[src/alarm_integ_regs.svh]
/*
 * Register map, field positions, reset values and interval timing of the
 * receive red and yellow alarm integrator for one E1 channel.
 * Assumes the includer wants plain `define constants.
 */
// Contract
// - Split monitoring into back-to-back 4 ms intervals
// - Interval valid when any frame loss seen
// - Valid loss intervals count up; 25 declares red
// - Clean intervals count down; zero removes red
// - Flag every interval holding the yellow pattern
// - Yellow intervals count up; 80 declares yellow
// - Clean intervals count down; zero removes yellow
// - Enable bit 2 gates red change interrupt
// - Enable bit 0 gates yellow change interrupt
// - Block enable bit 1 gates all alarm interrupts
// - Interrupt needs both per-alarm and block enables
// - Status bit 7 shows declared red alarm
// - Status bit 2 flags red state change
// - Clear flags by read or by write, selectable
// - Change flags hold until software clears them
// - Status bit 0 flags yellow state change
`ifndef ALARM_INTEG_REGS_SVH
`define ALARM_INTEG_REGS_SVH

// Register indices; byte address is four times the index
`define IDX_BLOCK_IRQ_ENABLE 6'h01
`define IDX_ALARM_ERROR_STATUS 6'h02
`define IDX_ALARM_ERROR_IRQ_ENABLE 6'h03
`define IDX_IRQ_CONTROL 6'h04

// Field positions
`define BIT_BLOCK_ALARM_EN 1
`define BIT_STATUS_RED_STATE 7
`define BIT_STATUS_RED_CHG 2
`define BIT_STATUS_YEL_CHG 0
`define BIT_EN_RED_CHG 2
`define BIT_EN_YEL_CHG 0
`define BIT_CLEAR_ON_READ 0

// Reset values
`define RST_BLOCK_IRQ_ENABLE 8'h00
`define RST_ALARM_ERROR_IRQ_ENABLE 8'h00
`define RST_IRQ_CONTROL 1'h0

// Interval timing and declaration thresholds
`define FRAME_PERIOD_US 125
`define INTERVAL_US 4000
`define FRAMES_PER_INTERVAL (`INTERVAL_US / `FRAME_PERIOD_US)
`define RED_DECLARE_COUNT 25
`define YEL_DECLARE_COUNT 80

`endif

[src/alarm_integ_pkg.sv]
/*
 * Types shared by the alarm integrator core and its flag counters.
 * Assumes alarm_integ_regs.svh is on the include path.
 */
package alarm_integ_pkg;

   // State of one flag counter
   typedef struct packed {
      logic [6:0] count;   // Saturating interval tally
      logic alarm;         // Declared alarm
      logic changed;       // One-cycle change pulse
   } integ_state_t;

   // State of the channel core and its register file
   typedef struct packed {
      logic waitrequest;      // Bus stall, low for the answer cycle
      logic [31:0] readdata;  // Captured read word
      logic [4:0] frame_cnt;  // Frames within the interval
      logic lof_seen;         // Frame loss seen this interval
      logic yel_seen;         // Yellow pattern seen this interval
      logic [7:0] blk_en;     // Block interrupt enables
      logic [7:0] irq_en;     // Per-alarm interrupt enables
      logic clear_on_read;    // Status read clears change flags
      logic chg_red;          // Sticky red change flag
      logic chg_yel;          // Sticky yellow change flag
      logic red_alarm;        // Mirrored red alarm
      logic yel_alarm;        // Mirrored yellow alarm
      logic irq;              // Interrupt line
   } core_state_t;

endpackage

[src/alarm_integ_if.sv]
/*
 * Carrier between the channel core and one flag counter.
 * Assumes both ends share the core clock.
 */
`timescale 1ns/10ps
interface alarm_integ_if;
   logic interval_end;  // Interval closes this cycle
   logic hit;           // Interval carried the condition
   logic alarm;         // Declared alarm
   logic changed;       // Alarm changed state, one cycle
   modport core (output interval_end, output hit, input alarm, input changed);
   modport integ (input interval_end, input hit, output alarm, output changed);
endinterface

[src/alarm_flag_integrator.sv]
/*
 * Up/down flag counter that declares and removes one alarm.
 * Assumes interval_end is a one-cycle pulse from the core.
 */
`timescale 1ns/10ps
`include "alarm_integ_regs.svh"
module alarm_flag_integrator #(
   parameter logic [6:0] THRESH = 7'(`RED_DECLARE_COUNT)
) (
   input wire logic clk,
   input wire logic srst,
   alarm_integ_if.integ link
);
   alarm_integ_pkg::integ_state_t st_q;  // Registered state
   alarm_integ_pkg::integ_state_t st_d;  // Next state

   // Count once per interval, saturating both ways
   always_comb begin
      st_d = st_q;
      st_d.changed = 1'b0;
      if (link.interval_end) begin
         if (link.hit && st_q.count < THRESH) begin
            st_d.count = st_q.count + 7'h01;
         end else if (!link.hit && st_q.count != 7'h00) begin
            st_d.count = st_q.count - 7'h01;
         end
      end
      // Declare at threshold, remove at zero
      if (!st_q.alarm && st_d.count == THRESH) begin
         st_d.alarm = 1'b1;
         st_d.changed = 1'b1;
      end else if (st_q.alarm && st_d.count == 7'h00) begin
         st_d.alarm = 1'b0;
         st_d.changed = 1'b1;
      end
   end

   // State register
   always_ff @(posedge clk) begin
      if (srst) begin
         st_q <= '0;
      end else begin
         st_q <= st_d;
      end
   end

   assign link.alarm = st_q.alarm;
   assign link.changed = st_q.changed;
endmodule

[src/alarm_integ_core.sv]
/*
 * Receive red and yellow alarm integration for one E1 channel, with its
 * alarm status and interrupt registers on an Avalon-MM slave.
 * Assumes frame_start pulses once per received 125 us frame, and that
 * lof_in and yellow_pattern_in come from the frame synchroniser in the
 * same clock domain.
 */
// The Avalon-MM interface to the registers is this design's own decision.
`timescale 1ns/10ps
`include "alarm_integ_regs.svh"
module alarm_integ_core #(
   parameter int INTERVAL_FRAMES = `FRAMES_PER_INTERVAL,
   parameter logic [6:0] RED_COUNT = 7'(`RED_DECLARE_COUNT),
   parameter logic [6:0] YEL_COUNT = 7'(`YEL_DECLARE_COUNT)
) (
   input wire logic clk,
   input wire logic srst,
   input wire logic [7:0] address,
   input wire logic read,
   input wire logic write,
   input wire logic [31:0] writedata,
   output logic [31:0] readdata,
   output logic waitrequest,
   input wire logic frame_start,
   input wire logic lof_in,
   input wire logic yellow_pattern_in,
   output logic irq,
   output logic red_alarm,
   output logic yellow_alarm
);
   // Last frame number of an interval
   localparam logic [4:0] LAST_FRAME = 5'(INTERVAL_FRAMES - 1);

   alarm_integ_pkg::core_state_t st_q;  // Registered state
   alarm_integ_pkg::core_state_t st_d;  // Next state

   alarm_integ_if red_if ();  // Red flag counter link
   alarm_integ_if yel_if ();  // Yellow flag counter link

   logic interval_end;  // Interval closes on this frame
   logic access;        // Bus transfer completes at this edge
   logic status_rd;     // Completed read of the status register
   logic status_wr;     // Completed write of the status register
   logic clr_red;       // Red change flag clear request
   logic clr_yel;       // Yellow change flag clear request

   // True when a byte address selects the given register index
   function automatic logic reg_sel(input logic [7:0] addr, input logic [5:0] idx);
      reg_sel = (addr[7:2] == idx);
   endfunction

   // Status word as software sees it
   function automatic logic [7:0] status_word(input alarm_integ_pkg::core_state_t s);
      status_word = 8'h00;
      status_word[`BIT_STATUS_RED_STATE] = s.red_alarm;
      status_word[`BIT_STATUS_RED_CHG] = s.chg_red;
      status_word[`BIT_STATUS_YEL_CHG] = s.chg_yel;
   endfunction

   // Interval framing and bus qualifiers
   always_comb begin
      interval_end = frame_start && st_q.frame_cnt == LAST_FRAME;
      access = (read || write) && !st_q.waitrequest;
      status_rd = access && read && reg_sel(address, `IDX_ALARM_ERROR_STATUS);
      status_wr = access && write && reg_sel(address, `IDX_ALARM_ERROR_STATUS);
   end

   // Clear requests; only bits the read actually returned are cleared,
   // so a change posted after the word was captured is not lost
   always_comb begin
      if (st_q.clear_on_read) begin
         clr_red = status_rd && st_q.readdata[`BIT_STATUS_RED_CHG];
         clr_yel = status_rd && st_q.readdata[`BIT_STATUS_YEL_CHG];
      end else begin
         clr_red = status_wr && writedata[`BIT_STATUS_RED_CHG];
         clr_yel = status_wr && writedata[`BIT_STATUS_YEL_CHG];
      end
   end

   // Hand interval results to the flag counters
   assign red_if.interval_end = interval_end;
   assign red_if.hit = st_q.lof_seen || lof_in;
   assign yel_if.interval_end = interval_end;
   assign yel_if.hit = st_q.yel_seen || yellow_pattern_in;

   // Red alarm flag counter
   alarm_flag_integrator #(
      .THRESH(RED_COUNT)
   ) red_cnt (
      .clk(clk),
      .srst(srst),
      .link(red_if)
   );

   // Yellow alarm flag counter
   alarm_flag_integrator #(
      .THRESH(YEL_COUNT)
   ) yel_cnt (
      .clk(clk),
      .srst(srst),
      .link(yel_if)
   );

   // Next-state logic for interval, flags, registers and bus
   always_comb begin
      st_d = st_q;

      // Frame counter wraps straight into the next interval
      if (frame_start) begin
         if (interval_end) begin
            st_d.frame_cnt = 5'h00;
         end else begin
            st_d.frame_cnt = st_q.frame_cnt + 5'h01;
         end
      end

      // Any single occurrence marks the whole interval
      if (interval_end) begin
         st_d.lof_seen = 1'b0;
         st_d.yel_seen = 1'b0;
      end else begin
         st_d.lof_seen = st_q.lof_seen || lof_in;
         st_d.yel_seen = st_q.yel_seen || yellow_pattern_in;
      end

      // Mirrored alarm states on pins; only red is also shown in status
      st_d.red_alarm = red_if.alarm;
      st_d.yel_alarm = yel_if.alarm;

      // Sticky change flags; a new change beats a clear
      st_d.chg_red = red_if.changed || (st_q.chg_red && !clr_red);
      st_d.chg_yel = yel_if.changed || (st_q.chg_yel && !clr_yel);

      // One stall cycle, then a single answer cycle
      if ((read || write) && st_q.waitrequest) begin
         st_d.waitrequest = 1'b0;
      end else begin
         st_d.waitrequest = 1'b1;
      end

      // Read word captured in the stall cycle, held for the answer
      if (read && st_q.waitrequest) begin
         st_d.readdata = 32'h0000_0000;
         if (reg_sel(address, `IDX_BLOCK_IRQ_ENABLE)) begin
            st_d.readdata[7:0] = st_q.blk_en;
         end else if (reg_sel(address, `IDX_ALARM_ERROR_STATUS)) begin
            st_d.readdata[7:0] = status_word(st_q);
         end else if (reg_sel(address, `IDX_ALARM_ERROR_IRQ_ENABLE)) begin
            st_d.readdata[7:0] = st_q.irq_en;
         end else if (reg_sel(address, `IDX_IRQ_CONTROL)) begin
            st_d.readdata[`BIT_CLEAR_ON_READ] = st_q.clear_on_read;
         end
         // Unmapped addresses read as zero
      end

      // Writes land on the answer edge only
      if (access && write) begin
         if (reg_sel(address, `IDX_BLOCK_IRQ_ENABLE)) begin
            st_d.blk_en = writedata[7:0];
         end else if (reg_sel(address, `IDX_ALARM_ERROR_IRQ_ENABLE)) begin
            st_d.irq_en = writedata[7:0];
         end else if (reg_sel(address, `IDX_IRQ_CONTROL)) begin
            st_d.clear_on_read = writedata[`BIT_CLEAR_ON_READ];
         end
         // Unmapped writes are dropped but still answered
      end

      // Level interrupt from the next flags, so it lines up with them
      st_d.irq = st_d.blk_en[`BIT_BLOCK_ALARM_EN]
         && ((st_d.chg_red && st_d.irq_en[`BIT_EN_RED_CHG])
         || (st_d.chg_yel && st_d.irq_en[`BIT_EN_YEL_CHG]));
   end

   // State register; bus idles stalled
   always_ff @(posedge clk) begin
      if (srst) begin
         st_q <= '0;
         st_q.waitrequest <= 1'b1;
         st_q.blk_en <= `RST_BLOCK_IRQ_ENABLE;
         st_q.irq_en <= `RST_ALARM_ERROR_IRQ_ENABLE;
         st_q.clear_on_read <= `RST_IRQ_CONTROL;
      end else begin
         st_q <= st_d;
      end
   end

   // Outputs straight from flip-flops
   assign readdata = st_q.readdata;
   assign waitrequest = st_q.waitrequest;
   assign irq = st_q.irq;
   assign red_alarm = st_q.red_alarm;
   assign yellow_alarm = st_q.yel_alarm;
endmodule

[config.mk]
export PLATFORM = sky130hd
export DESIGN_NAME = alarm_integ_core
export DESIGN_NICKNAME = d
export VERILOG_FILES = /design/src/alarm_integ_pkg.sv /design/src/alarm_integ_if.sv /design/src/alarm_flag_integrator.sv /design/src/alarm_integ_core.sv
export VERILOG_INCLUDE_DIRS = /design/src
export SDC_FILE = /design/constraint.sdc
export NUM_CORES = 1
export LEC_CHECK = 0
export BUFFER_PORTS_ARGS = -buffer_cell sky130_fd_sc_hd__buf_2
export CELL_PAD_IN_SITES_DETAIL_PLACEMENT = 0
export CELL_PAD_IN_SITES_GLOBAL_PLACEMENT = 1
export CORE_UTILIZATION = 43
export CTS_BUF_LIST = sky130_fd_sc_hd__clkbuf_2 sky130_fd_sc_hd__clkbuf_4 sky130_fd_sc_hd__clkbuf_8
export DETAILED_ROUTE_END_ITERATION = 16
export PLACE_DENSITY = 0.95
export RECOVER_POWER = 50
export SLEW_MARGIN = 20
export SYNTH_ARGS = -nofsm -noshare
export SYNTH_HDL_FRONTEND = slang
export SYNTH_SLANG_ARGS = --single-unit
[constraint.sdc]
create_clock -name clk -period 6.4 [get_ports clk]
set_input_delay 0.32 -clock clk [delete_from_list [all_inputs] [get_ports clk]]
set_output_delay 0.32 -clock clk [all_outputs]
set_load 0.05 [all_outputs]
==> flow_summary_export.csv <==
group,metric,value,unit
sta,worst_pin_slew,2.18,ns
cts,ctsResizeCount,0,
cts,cts-root-buf,"clkbuf_8",
place,hpwl,4.45,mm
routing,vias,2627,
sta,finalSetupViolCount,0,
flow_run,maxCapViolCount,1,
routing,wl_per_cell,12.4,microns
global_routing,overflow,0,
yosys,synth-edff-count,0,
pwr,sw_frac_of_total,27.7,%
cts,cts-buffers-inserted,5,
floorplanning,start_util,44.5,%
floorplanning,die_area,7850,sq um
worst_setup_path,cpPeakStageDelay,0.53,ns
outcome,violations,"capacitance limit, slew limit",
worst_setup_path,end_kind,"flop",
routing,drt_iter0_drc,163,
sta,maxSlewHeadroom,-45.5,%
sta,maxSlewViolCount,50,
place,port_buffers,32,
final_layout,drive_gt1_share,9.16,%
sta,finalSetupTns,0,ns
yosys,synth_cell_types,71,
routing,first_pass_iters,4,
worst_setup_path,critical_path.startpoint_type,"flop",
floorplanning,rows,31,
pwr,leakagePower,1.41,nW
floorplanning,ios,83,
global_routing,grt_start_max_net_pins,50,
worst_setup_path,crit_path_frequent_cell,"ha_1",
worst_hold_path,min_path_type,"in -> reg",
routing,ant_nets,0,
outcome,status,"finished with violations",
worst_setup_path,critPathMaxFanout,9,
floorplanning,die_h,88.6,microns
routing,via_per_inst,5.34,
final_layout,num-fill-cells,746,
floorplanning,die_w,88.6,microns
floorplanning,coreArea,7250,sq um
final_layout,final_nets,447,
yosys,netlist_area,3230,sq um
yosys,synth_seq_cells,56,
cts,hold_buffers,0,
cts,cts_tree,"built",
worst_setup_path,path_class,"reg -> reg",
worst_setup_path,critPathRequiredTime,6.64,ns
cts,clk_latency,0.30,ns
sta,finalHoldViolations,0,
pwr,p_comb_share,10.7,%
final_layout,diodes,0,
pwr,pwr-share-clk,31.9,%
cts,cts_setup_buffers,0,
worst_setup_path,crit_buf_inv,0,
yosys,syn_avg_cell_area,8.47,sq um
worst_setup_path,cp.arrival,3.19,ns
cts,clkSlewWorstSetupHoldPaths,0.10,ns
yosys,ys_warn_count,0,
sta,fin_crit_sh,46.2,%
sta,period_needed,2.96,ns
routing,routed_wl,6.12,mm
yosys,ys.flop_type,"dfxtp_1",
worst_setup_path,slowest_stage,"a2111oi_2",
yosys,synth_seq_area_share,34.7,%
pwr,p_int,0.445,mW
cts,htreeDepth,2,
final_layout,syn_to_final_growth,3.64,%
pwr,p_sw,0.171,mW
final_layout,seq_area,1120,sq um
global_routing,antenna_found_initial,0,
cts,clock_sinks,56,
sta,max_freq,338,MHz
global_routing,grt_pass1_wl,9.78,mm
worst_setup_path,crit_chain,"ha_1 > and3_1 > ha_1 > nand2_1 > a2111oi_2 > o21ai_0 > a222oi_1 > a31oi_1 > o2bb2ai_1",
place,gp_congestion,0.870,
cts,cts.path.max_buffers,2,
global_routing,grt_pass1_vias,2199,
global_routing,groute.usage.overall,15.9,%
final_layout,multi_input_area,1830,sq um
worst_setup_path,path_delay_family,"compound AO/OA/AOI/OAI gates",
sta,fin_skew,0.00726,ns
routing,drc,0,
pwr,ir_worst_vdd,0.0662,mV
sta,rsz0062_at_grt,"false",
yosys,syn_inst,381,
sta,hold_ws,0.260,ns
pwr,seqPwrFrac,57.4,%
pwr,p_per_area,184,nW/um^2
yosys,synthArstFlopShare,0,%
-- cell families after synthesis --
kind of cell               synth area share [%]
other                                     0.116
and+or+nand+nor                            24.6
DFF                                        34.7
adders and majority gates                  3.10
xor gates and xnor gates                   3.53
AOI/OAI and AO/OA                          15.0
muxes                                      7.52
buffers and inverters                      11.4
-- worst register-to-register path: stages, from the launching register on --
cell and delay, ns:
dfxtp_1 0.39, ha_1 0.21, and3_1 0.17, ha_1 0.30, nand2_1 0.29, a2111oi_2 0.53
o21ai_0 0.20, a222oi_1 0.50, a31oi_1 0.15, o2bb2ai_1 0.15
-- layout by cell type, fill, tap and decap left out, types with 2 or more instances in the layout --
| cell type | n |
|---|---|
| a21oi_1 | 18 |
| a22o_1 | 2 |
| a22oi_1 | 6 |
| a2bb2oi_1 | 2 |
| a41oi_1 | 2 |
| and2_1 | 4 |
| and3_1 | 5 |
| buf_2 | 19 |
| clkbuf_1 | 13 |
| clkbuf_8 | 5 |
| conb_1 | 24 |
| dfxtp_1 | 56 |
| ha_1 | 8 |
| inv_1 | 10 |
| mux2_2 | 2 |
| mux2i_1 | 22 |
| nand2_1 | 18 |
| nand2b_1 | 2 |
| nand3_1 | 9 |
| nand3b_1 | 2 |
| nand4_1 | 4 |
| nand4b_1 | 2 |
| nor2_1 | 57 |
| nor2b_1 | 5 |
| nor3_1 | 15 |
| nor4_1 | 6 |
| o21a_1 | 2 |
| o21ai_0 | 11 |
| o31ai_1 | 2 |
| or2_1 | 2 |
| or3_1 | 3 |
| or4_1 | 4 |
| xnor2_1 | 9 |
| xor2_1 | 4 |
-- worst paths after layout --
path            start            endpoint  slack (ns)  cells after the start
max reg2reg  st_q[24]  yel_cnt.link.alarm        3.44                      9
min reg2reg  st_q[14]            st_q[14]        0.47                      2
max          st_q[24]  yel_cnt.link.alarm        3.44                      9
min              read         waitrequest        0.26                      2
-- layout make-up --
type                            instances  share of cell area (%)
Tap cell                               99                    3.70
Multi-Input combinational cell        287                    54.6
Sequential cell                        56                    33.5
Clock inverter                          2                   0.486
Timing Repair Buffer                   32                    4.30
Clock buffer                            6                    2.28
Inverter                               10                    1.12
-- synth_stat cells, drive strengths merged (3+ instances only) --
cell / count / share of area (%)
nor3: 15 / 2.3
or4: 4 / 0.93
mux2i: 22 / 6.8
nor2: 57 / 6.6
ha: 8 / 3.1
dfxtp: 56 / 35
nand3: 9 / 1.4
xor2: 4 / 1.1
a2111oi: 3 / 1.0
buf: 38 / 8.7
xnor2: 9 / 2.4
nand4: 4 / 0.78
a22oi: 6 / 1.4
o21ai: 11 / 1.7
nor2b: 5 / 0.97
clkbuf: 13 / 1.5
nand2: 18 / 2.1
nor4: 7 / 1.8
and3: 5 / 0.97
a21oi: 18 / 2.8
or3: 3 / 0.58
and2: 5 / 0.97
or2: 3 / 0.58
inv: 10 / 1.2
-- state kept, by name, summed over array words and instances (netlist names) --
signal and flops:
yel_cnt.link.alarm 1, irq 1, yel_cnt.st_q 7, readdata 8, red_alarm 1, yellow_alarm 1
red_cnt.link.changed 1, yel_cnt.link.changed 1, red_cnt.st_q 7, red_cnt.link.alarm 1, st_q 26, waitrequest 1
-- metrics by stage --
stage / setup WS, ns / cells / area, sq um / utilization, % / power (mW)
finish: 3.44 / 492 / 3340 / 46.1 / 0.616
global route: 3.21 / 492 / 3340 / 46.1 / 0.644
CTS: 3.48 / 492 / 3360 / 46.3 / 0.628
detailed placement: 3.49 / 484 / 3270 / 45.1 / 0.427
global placement: 3.58 / 484 / 3270 / 45.1 / 0.426
floorplan: 3.94 / 404 / 3310 / - / 0.425
-- layer usage --
layer  share of wire (%)  GRT usage, %
met5                   0             0
met4                 1.2          5.28
met3                 3.7          2.99
met1                  48          20.3
met2                  47          26.9
-- power groups by stage --
stage / clock network, mW / logic [mW] / registers, mW
after floorplan: 0 / 0.0624 / 0.363
after global placement: 0 / 0.0651 / 0.361
after detailed placement: 0 / 0.0659 / 0.361
after CTS: 0.208 / 0.0660 / 0.353
after global routing: 0.219 / 0.0713 / 0.354
final: 0.196 / 0.0658 / 0.353
Power figures use the tool's default switching activity.
